--- src/include/vaf_defs.vh ---
// constants for the virtual address former
`ifndef VAF_DEFS_VH
`define VAF_DEFS_VH

// apb register byte offsets
`define VAF_OFS_PROC    8'h00
`define VAF_OFS_STACK   8'h04
`define VAF_OFS_LINK    8'h08
`define VAF_OFS_AUX     8'h0c
`define VAF_OFS_CTRL    8'h10
`define VAF_OFS_LASTEA  8'h14
`define VAF_OFS_FAULTS  8'h18
`define VAF_OFS_INFO    8'h1c

// control register reset value (protection enabled)
`define VAF_CTRL_RST    1'b1

// virtual address fields, bit 1 is the msb [31]
`define VAF_F_BIT       31
`define VAF_RING_HI     30
`define VAF_RING_LO     29
`define VAF_E_BIT       28
`define VAF_SEG_HI      27
`define VAF_SEG_LO      16
`define VAF_OFF_HI      15
`define VAF_OFF_LO      0

// long memory-reference instruction fields
`define VAF_I_DEREF     31
`define VAF_I_PICKA     30
`define VAF_I_FN_HI     29
`define VAF_I_FN_LO     26
`define VAF_I_FMT_HI    25
`define VAF_I_FMT_LO    21
`define VAF_I_PICKB     20
`define VAF_I_FN2_HI    19
`define VAF_I_FN2_LO    18
`define VAF_I_BS_HI     17
`define VAF_I_BS_LO     16
`define VAF_FMT_LONG    5'h18

// base_sel encodings
`define VAF_BS_PROC     2'h0
`define VAF_BS_STACK    2'h1
`define VAF_BS_LINK     2'h2
`define VAF_BS_AUX      2'h3

// rings
`define VAF_RING_KERN   2'h0
`define VAF_RING_MID    2'h1
`define VAF_RING_USER   2'h3

// memory sizes: 512 mbyte virtual, 16 mbyte physical
`define VAF_VA_BYTE_W   29
`define VAF_PA_BYTE_W   24

`endif

--- src/vaf_ring_chk.v ---
// ring permission check for one reference
`timescale 1ns/1ps
`default_nettype none
`include "vaf_defs.vh"

module vaf_ring_chk (
    // reference
    input  wire [1:0] ring,
    input  wire [2:0] acc,
    // segment rights {r,w,x} for this ring
    input  wire [2:0] perm,
    input  wire       prot_en,
    // verdict
    output wire       allow
);
    wire need_ok;

    // every needed right must be present for the segment
    assign need_ok = ((acc & ~perm) == 3'h0);
    // most privileged ring passes on every segment
    assign allow = !prot_en || (ring == `VAF_RING_KERN) || need_ok;
endmodule // vaf_ring_chk

`default_nettype wire

--- src/vaf_top.v ---
// virtual address former with ring protection and apb registers
//
// Overview of operation
// - three rings 0, 1, 3; every reference checked
// - ring 0 may read, write, execute everything
// - ring 3 rights set per segment
// - bytes, halfwords, words; bit 1 is msb
// - offsets count halfwords from segment start
// - address: ring 2-3, segment 5-16, offset 17-32
// - bits 1 and 4 always zero
// - ring is highest of pc, base, indirect
// - segment from base, pc or indirect address
// - four 32-bit base registers
// - procedure_base offset is always zero
// - pc segment equals procedure_base segment
// - base offset plus const_offset, plus index
// - six offset forms
// - method chosen only from instruction fields
// - deref, picks, func_code, format bit layout
// - base_sel bits 15-16, const_offset 17-32
// - 16 mbyte physical, 512 mbyte virtual
// - base_sel 00 proc, 01 stack, 10 link, 11 aux
// - deref_flag set means indirect address
// - direct: base plus displacement plus index
//
// Design decisions made here: the APB slave port and the placing of the registers.
`timescale 1ns/1ps
`default_nettype none
`include "vaf_defs.vh"

module vaf_top (
    // clock and reset
    input  wire        CLK,
    input  wire        RST_B,
    // apb slave
    input  wire        PSEL,
    input  wire        PENABLE,
    input  wire        PWRITE,
    input  wire [7:0]  PADDR,
    input  wire [31:0] PWDATA,
    output reg  [31:0] PRDATA,
    output wire        PREADY,
    output wire        PSLVERR,
    // sequencer request
    input  wire        REQ_VLD,
    output wire        REQ_RDY,
    input  wire [31:0] INSTR,
    input  wire [31:0] PC,
    input  wire [15:0] IDX_X,
    input  wire [15:0] IDX_Y,
    input  wire [2:0]  ACC_RWX,
    // sequencer result
    output reg         DONE,
    output reg  [31:0] EA,
    output reg  [28:0] EA_BYTE,
    output reg         GRANT,
    output reg         PROT_FAULT,
    output reg         FMT_ERR,
    // indirect pointer fetch
    output wire        IND_REQ,
    output reg  [31:0] IND_ADDR,
    input  wire        IND_ACK,
    input  wire [31:0] IND_DATA,
    // translation unit rights lookup
    output wire        CHK_REQ,
    input  wire        MM_PERM_VLD,
    input  wire [2:0]  MM_PERM
);
    // states
    localparam [2:0] S_IDLE  = 3'b001;
    localparam [2:0] S_FETCH = 3'b010;
    localparam [2:0] S_CHECK = 3'b100;

    // sequencer state
    reg  [2:0]  state_q;
    reg  [2:0]  state_d;
    // base registers, control and fault count
    reg  [31:0] proc_q;
    reg  [31:0] stack_q;
    reg  [31:0] link_q;
    reg  [31:0] aux_q;
    reg         prot_en_q;
    reg  [15:0] faults_q;
    // request fields kept for the indirect and check steps
    reg  [1:0]  ring_q;
    reg  [15:0] idx_q;
    reg  [2:0]  acc_q;

    // bus decode
    wire        wr_en;
    wire        rd_en;
    wire        addr_ok;
    // instruction fields
    wire [1:0]  bs;
    wire        deref;
    wire        use_x;
    wire        use_y;
    wire        fmt_ok;
    wire [15:0] idx;
    // address datapath
    reg  [31:0] base;
    wire [1:0]  ring_pre;
    wire [11:0] seg_pre;
    wire [15:0] off_pre;
    wire [31:0] va_pre;
    wire [1:0]  ring_ind;
    wire [15:0] off_ind;
    wire        allow;

    // normalise a ring field: value 2 is not a ring, treat as 3
    // raising a stray 2 to 3 can only take rights away
    function [1:0] ring_norm;
        input [1:0] r;
        begin
            ring_norm = (r == 2'h2) ? `VAF_RING_USER : r;
        end
    endfunction

    // numerically highest of two rings
    function [1:0] ring_max;
        input [1:0] a;
        input [1:0] b;
        reg   [1:0] na;
        reg   [1:0] nb;
        begin
            na = ring_norm(a);
            nb = ring_norm(b);
            ring_max = (na > nb) ? na : nb;
        end
    endfunction

    // build a clean address: flag bits 1 and 4 forced to zero
    function [31:0] mk_va;
        input [1:0]  r;
        input [11:0] s;
        input [15:0] o;
        begin
            mk_va = {1'b0, r, 1'b0, s, o};
        end
    endfunction

    // scrub a base register write value
    function [31:0] scrub;
        input [31:0] v;
        input        is_proc;
        begin
            scrub = mk_va(v[`VAF_RING_HI:`VAF_RING_LO],
                          v[`VAF_SEG_HI:`VAF_SEG_LO],
                          is_proc ? 16'h0000 : v[`VAF_OFF_HI:`VAF_OFF_LO]);
        end
    endfunction

    // apb decode: zero wait states, unmapped answers with an error
    // writes to read-only or unmapped places change nothing
    assign wr_en   = PSEL && PENABLE && PWRITE;
    assign rd_en   = PSEL && !PWRITE;
    assign addr_ok = (PADDR[1:0] == 2'h0) && (PADDR <= `VAF_OFS_INFO);
    assign PREADY  = 1'b1;
    assign PSLVERR = PSEL && PENABLE && !addr_ok;

    // instruction field decode
    assign deref  = INSTR[`VAF_I_DEREF];
    assign use_x  = INSTR[`VAF_I_PICKA];
    assign use_y  = INSTR[`VAF_I_PICKB];
    assign fmt_ok = (INSTR[`VAF_I_FMT_HI:`VAF_I_FMT_LO] == `VAF_FMT_LONG);
    assign bs     = INSTR[`VAF_I_BS_HI:`VAF_I_BS_LO];
    // index chosen by the pick bits; both set adds both
    assign idx    = (use_x ? IDX_X : 16'h0000) + (use_y ? IDX_Y : 16'h0000);

    // base register selection
    always @* begin
        case (bs)
            `VAF_BS_PROC:  base = proc_q;
            `VAF_BS_STACK: base = stack_q;
            `VAF_BS_LINK:  base = link_q;
            `VAF_BS_AUX:   base = aux_q;
            default:       base = proc_q;
        endcase
    end

    // first-stage address: ring from pc and base, segment from base
    assign ring_pre = ring_max(PC[`VAF_RING_HI:`VAF_RING_LO],
                               base[`VAF_RING_HI:`VAF_RING_LO]);
    assign seg_pre  = base[`VAF_SEG_HI:`VAF_SEG_LO];
    // halfword offset: displacement + base offset (+ index if direct)
    assign off_pre  = INSTR[`VAF_OFF_HI:`VAF_OFF_LO]
                    + base[`VAF_OFF_HI:`VAF_OFF_LO]
                    + (deref ? 16'h0000 : idx);
    assign va_pre   = mk_va(ring_pre, seg_pre, off_pre);

    // indirect result: ring folds in the pointer, index added after
    // pointer flag bits are ignored: one level of indirection only
    assign ring_ind = ring_max(ring_q, IND_DATA[`VAF_RING_HI:`VAF_RING_LO]);
    assign off_ind  = IND_DATA[`VAF_OFF_HI:`VAF_OFF_LO] + idx_q;

    // handshakes
    // a request is taken only in idle; results pulse for one cycle
    assign REQ_RDY = (state_q == S_IDLE);
    assign IND_REQ = (state_q == S_FETCH);
    assign CHK_REQ = (state_q == S_CHECK);

    // permission verdict for the formed reference
    vaf_ring_chk u_chk (
        .ring    (EA[`VAF_RING_HI:`VAF_RING_LO]),
        .acc     (acc_q),
        .perm    (MM_PERM),
        .prot_en (prot_en_q),
        .allow   (allow)
    );

    // next state
    always @* begin
        // a refused format stays in idle and is answered at once
        state_d = state_q;
        case (state_q)
            S_IDLE: begin
                if (REQ_VLD && fmt_ok) begin
                    state_d = deref ? S_FETCH : S_CHECK;
                end
            end
            S_FETCH: begin
                if (IND_ACK) begin
                    state_d = S_CHECK;
                end
            end
            S_CHECK: begin
                if (MM_PERM_VLD) begin
                    state_d = S_IDLE;
                end
            end
            default: state_d = S_IDLE;
        endcase
    end

    // state, request capture and result outputs
    always @(posedge CLK or negedge RST_B) begin
        if (!RST_B) begin
            state_q    <= S_IDLE;
            ring_q     <= 2'h0;
            idx_q      <= 16'h0000;
            acc_q      <= 3'h0;
            IND_ADDR   <= 32'h0000_0000;
            EA         <= 32'h0000_0000;
            EA_BYTE    <= 29'h0000_0000;
            DONE       <= 1'b0;
            GRANT      <= 1'b0;
            PROT_FAULT <= 1'b0;
            FMT_ERR    <= 1'b0;
        end else begin
            state_q    <= state_d;
            DONE       <= 1'b0;
            GRANT      <= 1'b0;
            PROT_FAULT <= 1'b0;
            FMT_ERR    <= 1'b0;
            case (state_q)
                S_IDLE: begin
                    if (REQ_VLD && !fmt_ok) begin
                        DONE    <= 1'b1; // not a long reference, refused
                        FMT_ERR <= 1'b1;
                    end else if (REQ_VLD) begin
                        ring_q <= ring_pre;
                        idx_q  <= idx;
                        acc_q  <= ACC_RWX;
                        if (deref) begin
                            IND_ADDR <= va_pre;
                        end else begin
                            EA      <= va_pre;
                            // a halfword is two bytes: one shift left
                            EA_BYTE <= {seg_pre, off_pre, 1'b0};
                        end
                    end
                end
                S_FETCH: begin
                    if (IND_ACK) begin
                        // segment comes from the pointer itself
                        EA <= mk_va(ring_ind, IND_DATA[`VAF_SEG_HI:`VAF_SEG_LO], off_ind);
                        EA_BYTE <= {IND_DATA[`VAF_SEG_HI:`VAF_SEG_LO], off_ind, 1'b0};
                    end
                end
                S_CHECK: begin
                    if (MM_PERM_VLD) begin
                        DONE       <= 1'b1;
                        GRANT      <= allow;
                        PROT_FAULT <= !allow;
                    end
                end
                default: begin
                    DONE <= 1'b0;
                end
            endcase
        end
    end

    // base registers, control and fault counter
    always @(posedge CLK or negedge RST_B) begin
        if (!RST_B) begin
            proc_q    <= 32'h0000_0000;
            stack_q   <= 32'h0000_0000;
            link_q    <= 32'h0000_0000;
            aux_q     <= 32'h0000_0000;
            prot_en_q <= `VAF_CTRL_RST;
            faults_q  <= 16'h0000;
        end else begin
            if (wr_en) begin
                case (PADDR)
                    `VAF_OFS_PROC:  proc_q  <= scrub(PWDATA, 1'b1);
                    `VAF_OFS_STACK: stack_q <= scrub(PWDATA, 1'b0);
                    `VAF_OFS_LINK:  link_q  <= scrub(PWDATA, 1'b0);
                    `VAF_OFS_AUX:   aux_q   <= scrub(PWDATA, 1'b0);
                    `VAF_OFS_CTRL:  prot_en_q <= PWDATA[0];
                    default:        prot_en_q <= prot_en_q;
                endcase
            end
            // the count wraps at 16 bits; software clears it in time
            // a fault in the clearing cycle still counts
            if (state_q == S_CHECK && MM_PERM_VLD && !allow) begin
                faults_q <= faults_q + 16'h0001;
            end else if (wr_en && PADDR == `VAF_OFS_FAULTS) begin
                faults_q <= 16'h0000;
            end
        end
    end

    // read data, registered in the setup cycle
    // so prdata stands still through the whole access cycle
    always @(posedge CLK or negedge RST_B) begin
        if (!RST_B) begin
            PRDATA <= 32'h0000_0000;
        end else if (rd_en && !PENABLE) begin
            case (PADDR)
                `VAF_OFS_PROC:   PRDATA <= proc_q;
                `VAF_OFS_STACK:  PRDATA <= stack_q;
                `VAF_OFS_LINK:   PRDATA <= link_q;
                `VAF_OFS_AUX:    PRDATA <= aux_q;
                `VAF_OFS_CTRL:   PRDATA <= {31'h0000_0000, prot_en_q};
                `VAF_OFS_LASTEA: PRDATA <= EA;
                `VAF_OFS_FAULTS: PRDATA <= {16'h0000, faults_q};
                `VAF_OFS_INFO:   PRDATA <= {16'h0000, 3'h0, 5'd`VAF_VA_BYTE_W,
                                            3'h0, 5'd`VAF_PA_BYTE_W};
                default:         PRDATA <= 32'h0000_0000;
            endcase
        end
    end
endmodule // vaf_top

`default_nettype wire

--- config.mk ---
export PLATFORM = sky130hd
export DESIGN_NAME = vaf_top
export DESIGN_NICKNAME = d
export VERILOG_FILES = /design/src/vaf_ring_chk.v /design/src/vaf_top.v
export VERILOG_INCLUDE_DIRS = /design/src /design/src/include
export SDC_FILE = /design/constraint.sdc
export NUM_CORES = 1
export LEC_CHECK = 0
export BUFFER_PORTS_ARGS = -buffer_cell sky130_fd_sc_hd__buf_2
export CORE_UTILIZATION = 55
export CTS_CLUSTER_DIAMETER = 200
export DETAILED_ROUTE_END_ITERATION = 10
export PLACE_DENSITY = 0.81
export SETUP_SLACK_MARGIN = 0.05
export SYNTH_ARGS = -nofsm -noshare
export SYNTH_HDL_FRONTEND = slang
export SYNTH_SLANG_ARGS = --single-unit
export TNS_END_PERCENT = 5
--- constraint.sdc ---
create_clock -name CLK -period 4.7 [get_ports CLK]
set_input_delay 0.235 -clock CLK [delete_from_list [all_inputs] [get_ports CLK]]
set_output_delay 0.235 -clock CLK [all_outputs]
set_load 0.02 [all_outputs]
# == Word-level counts from Yosys, hierarchy flattened ==
# Index checks and enable logic that the tools add are counted.
# Widths: inputs -> output; s select.
# op_classes
n_lt_le_gt_ge,3
add_sub_neg,5
eq_ne,24
n_reduce_logical,35
n_mux,36
bitwise,3
# op_table
operator,count
$pmux 32 s8,1
$mux 32,4
$pmux 31 s4,1
$mux 29,4
$mux 16,5
$add 16x16->16,4
$pmux 32 s2,1
$pmux 29 s2,1
$eq 8x5->1 const B,4
$add 16x1->16 const B,1
$eq 8x4->1 const B,2
$eq 2x2->1 const B,6
$mux 2,6
$mux 3,4
$logic_and 1x1->1,11
$reduce_and 2->1,5
$pmux 3 s3,1
$eq 8x3->1 const B,1
$le 8x5->1 const B,1
$logic_not 8->1,1
$mux 1,7
$logic_not 1->1,6
$logic_not 2->1,3
$ne 2x1->1 const B,3
17 further kinds,23
# word_totals
register_bits,272
wordCells,124
output_inout_bits,134
input_bits,182

# == Logic depth before layout (Yosys ltp) ==
# depth
depth_word,10
mapped_depth,22
ltp_nobuf,22

# == Cells and area by module ==
# Synthesis repeated with hierarchy kept, for this count alone.
# unflattened
cells_unflattened,1308
hier_area_um2,13912.1
# by_module_without_submodules
module,area_each_um2,instances,seq_area_each_um2,cells_each
vaf_top,13879.6,1,5983.2,1303
vaf_ring_chk,32.5,1,0.0,5

# == Least setup slack after synthesis ==
# No wires, ideal clock.
# synth_timing
path_type,input-to-reg
from,in INSTR[20]
to,reg EA[15]
t_arrival_ps,4135
setup_time_ps,97
required_time_ps,4603
cell_stages,20
slack_ps,468
path_buffers,1
cell_sequence,clkbuf_1 > and2_1 > ha_1 > nor2b_1 > o21ai_1 > a21boi_1 > o21a_1 > o41ai_2 > xor2_1 > nor2_1 > fa_1 > ha_1 > a21o_1 > a211oi_1 > a21oi_2 > a211o_1 > a21oi_1 > xnor2_1 > xnor2_1 > o31ai_1
# synth_between
elab_chain_len,8
# synth_rtl
element,line_no,source
from (decl),vaf_top.v:47,"input wire [31:0] INSTR,"
$mux 16,vaf_top.v:168,assign idx = (use_x ? IDX_X : 16'h0000) + (use_y ? IDX_Y : 16'h0000);
$add 16x16->16,vaf_top.v:168,
$mux 16,vaf_top.v:188,+ (deref ? 16'h0000 : idx);
$add 16x16->16,vaf_top.v:186,assign off_pre = INSTR[`VAF_OFF_HI:`VAF_OFF_LO]
$mux 32,vaf_top.v:264,if (deref) begin
$mux 32,vaf_top.v:260,end else if (REQ_VLD) begin
$mux 32,vaf_top.v:257,if (REQ_VLD && !fmt_ok) begin
$pmux 32 s2,vaf_top.v:255,case (state_q)
to (signal assigned),vaf_top.v:267,EA <= va_pre;
to (signal assigned),vaf_top.v:276,"EA <= mk_va(ring_ind, IND_DATA[`VAF_SEG_HI:`VAF_SEG_LO], off_ind);"
to (decl),vaf_top.v:54,"output reg [31:0] EA,"
# Every way passes these cells. The select of a mux whose other input is x is not followed.
# A chain may end at the register's enable or synchronous reset.

# == Worst setup path in the final report ==
# Same ends and word-level chain as after synthesis.

==> run metrics <==
worst path required time roughly 5.1 ns; placed cell area 0.01506 sq mm; drt wl/cell 21.06 um; Final period util 0.8882; most frequent cells after synthesis 237 x dfrtp_1, 131 x nand2_1, 81 x mux2_2; antenna violations before repair 2; GPL Wtd Cong 0.9111; Tot Pwr roughly 5.6 mW; cell internal pwr 3.925 mW; Buf/Inv on CP 2; Max VDD drop 0.2585 mV; ys async rst share 1.000; Post-DRT Antenna Nets 0; layout cells sized above 1 0.2851; Comb pwr share 0.209; Post-synth EDFFs 0; drt drc 0; hpwl dp 27.05 mm; CTS tree done; status complete, no violations; Yosys cell types 64; DR pass1 iterations 6; port bufs between 200 and 300; H-Tree Depth 1; slack of the critical path approximately 0.53 ns; grt total ovfl 0; #FFs+latches synth between 200 and 250; post-synth top area cell dfrtp_1; simple-gate share of the synthesized area 0.1101; leakage 8.455 nW; Worst EP arrival 4.61 ns; Worst setup SP type input port; Adder-Cell Fraction of Synth Area 0.07341; met1 GRT Util 0.4121; total number of vias roughly 12000; Post-CTS Setup Bufs 0; Seq pwr share 0.417; routing usage on met2 0.5305; Clock power frac 0.374; final WL 40.18 mm; maximum number of pins on one net before global-route repair between 100 and 150; yosys warns 0; CTS Buffer Depth 3; worst min-delay path class in -> reg; CP max FO 5; dpl cells approximately 1800; root buffer cell clkbuf_16; grt peak-use layer met2; CTS Sinks ~240; Syn-to-layout area delta 20.79%; synthesized area 0.01360 sq mm; post-placement worst setup slack 0.001342 ns; Worst Hold Margin 0.01795 ns; Final nets 1814; crit end category register; Finished Core Util 0.6756; initial core utilization 0.5593; CTS Buf Count 25; compound-cell area share of the yosys netlist 0.1586; delay-heaviest family, CP compound AO/OA/AOI/OAI gates; crit path cell chain buf_2, and2_1, ha_1, inv_1, fa_1, nor2b_1, o21ai_1, a21boi_1, o21a_1, o41ai_2, xor2_1, nor2_1, fa_1, ha_1, a21o_1, a211oi_1, a21oi_2, a211o_1, a21oi_1, xnor2_1, xnor2_1, o31ai_1; Seq/Total Area, Yosys 0.4399; slowest stage delay, CP 0.47 ns; endpoints failing setup 0; main combinational cell family by area after synthesis compound AO/OA/AOI/OAI gates; net switching power 1.708 mW; Ports 316; setup TNS 0 ns; syn_area_per_cell around 10 sq um; top area cells in the synthesized netlist dfrtp_1 44%, mux2_2 6.7%, mux2_1 5.3%, ha_1 4.7%, nand2_1 3.6%; Power Dens Cells 342.9 mW/mm^2; ys flop type dfrtp_1; Die Wd 159.3 um; Total GRT Usage 0.3167; Core Box Area 0.02432 sq mm; die height roughly 160 um; Period minus WS final 4.175 ns; Clock Skew 0.008724 ns; final hold vios 0; die area 0.02536 sq mm; critical path type in -> reg; post-DR vias/cell roughly 6.1; met3 Resource Use GR 0.05470; fin cells 1908; synthesized instance count 1296; unrepaired setup endpoints after global routing no; mux cell area share after synthesis 0.1421; switching part of the total 0.3032; Reg clk slew, reported paths 0.06 ns; xor/xnor cell area share of the yosys netlist 0.02704; cell with the most instances after synthesis dfrtp_1; post_cts resized 0; Rel. slew slack 0.2293; worst slew pin tran ~1.1 ns; CP max-delay cell fa_1; Maximum Capacitance Violations 0; fmax between 200 and 250 MHz; Clock Latency Late Sink 0.53 ns; Max Slew Vio Count 0; global-route wire length before repair 63.11 mm; vias in the first global route 11800; cell row count 57; initial DRC count around 1200; cell area after layout 0.01643 sq mm; Synth top area share 0.4360
==> power by group through the flow <==
stage	combinational (mW)	clock (mW)	sequential, mW
after floorplan	0.699	0	2.43
after global placement	1.10	0	2.37
after detailed placement	1.13	0	2.38
after CTS	1.17	2.12	2.34
after global routing	1.29	2.21	2.36
final	1.18	2.11	2.35
==> final timing paths <==
kind,depth (start not counted),endpoint,from,slack [ns]
min,2,state_q[1],IND_ACK,0.02
max,22,EA[15],INSTR[20],0.53
max reg2reg,15,EA[15],aux_q[1],0.93
min reg2reg,1,PRDATA[1],PRDATA[1],0.47
min in group asynchronous,2,PRDATA[4],RST_B,0.41
max in group asynchronous,3,aux_q[17],RST_B,3.17
==> cells by family after synthesis <==
| family | Yosys count |
|---|---|
| DFF | 239 |
| other | 2 |
| and+or+nand+nor | 327 |
| xor gates and xnor gates | 42 |
| muxes | 160 |
| buffers and inverters | 137 |
| adders and majority gates | 69 |
| AOI/OAI and AO/OA | 320 |
==> registers in the layout, summed over array words and instances (netlist names) <==
register / flops
link_q: 30
ring_q: 2
PROT_FAULT: 1
proc_q: 14
acc_q: 3
DONE: 1
stack_q: 30
prot_en_q: 1
state_q: 3
aux_q: 30
faults_q: 16
EA: 30
FMT_ERR: 1
GRANT: 1
PRDATA: 30
idx_q: 16
IND_ADDR: 30
==> worst reg2reg max path, cell delays in order, from the launching register on <==
cell      delay (ns)
dfrtp_1         0.39
mux2_2          0.27
a22o_1          0.25
fa_1            0.52
ha_1            0.17
inv_1           0.07
fa_1            0.45
nand2b_1        0.18
a21oi_1         0.21
o31ai_1         0.14
a21oi_2         0.26
a211o_1         0.16
a21oi_1         0.07
xnor2_1         0.25
xnor2_1         0.09
o31ai_1         0.18
==> cell usage in the layout (no fill, tap or decap), types with 6 or more instances in the layout <==
| master | netlist | final |
|---|---|---|
| a21o_1 | 38 | 38 |
| a21oi_1 | 74 | 74 |
| a222oi_1 | 23 | 23 |
| a22o_1 | 14 | 14 |
| a22oi_1 | 41 | 41 |
| a31oi_1 | 17 | 17 |
| and2_1 | 30 | 30 |
| and3_1 | 6 | 6 |
| buf_2 | 6 | 266 |
| buf_4 | 36 | 21 |
| clkbuf_16 | 0 | 25 |
| clkbuf_8 | 0 | 8 |
| conb_1 | 2 | 8 |
| dfrtp_1 | 237 | 237 |
| dlygate4sd3_1 | 0 | 48 |
| fa_1 | 18 | 18 |
| ha_1 | 51 | 51 |
| inv_1 | 33 | 33 |
| mux2_1 | 64 | 64 |
| mux2_2 | 81 | 81 |
| mux4_2 | 12 | 12 |
| nand2_1 | 131 | 130 |
| nand2b_1 | 11 | 11 |
| nand3_1 | 25 | 25 |
| nor2_1 | 80 | 80 |
| nor2b_1 | 10 | 10 |
| nor3_1 | 16 | 12 |
| nor3_2 | 2 | 6 |
| o21ai_0 | 34 | 34 |
| o21ai_1 | 35 | 34 |
| o31ai_1 | 10 | 10 |
| xnor2_1 | 22 | 22 |
| xor2_1 | 20 | 20 |
==> repair_timing <==
action                                 in CTS  in global routing
setup endpoints to repair                   0                  0
endpoints found under the hold margin     237                  0
hold buffers                               48                  0
==> final cells by class <==
class | instances | area [sq um]
Clock inverter | 12 | 146.4
Inverter | 34 | 127.6
Fill cell | 1804 | 7890
Clock buffer | 34 | 739.5
Sequential cell | 239 | 5983
Antenna cell | 2 | 5.005
Tap cell | 324 | 405.4
Multi-Input combinational cell | 926 | 7018
Timing Repair Buffer | 337 | 2004
==> metal layers <==
layer	vias to the layer above	wire (um)
li1	5170	-
met1	5735	15720
met2	659	19520
met3	90	3752
met4	0	1190
met5	-	0
Power figures use the tool's default switching activity.
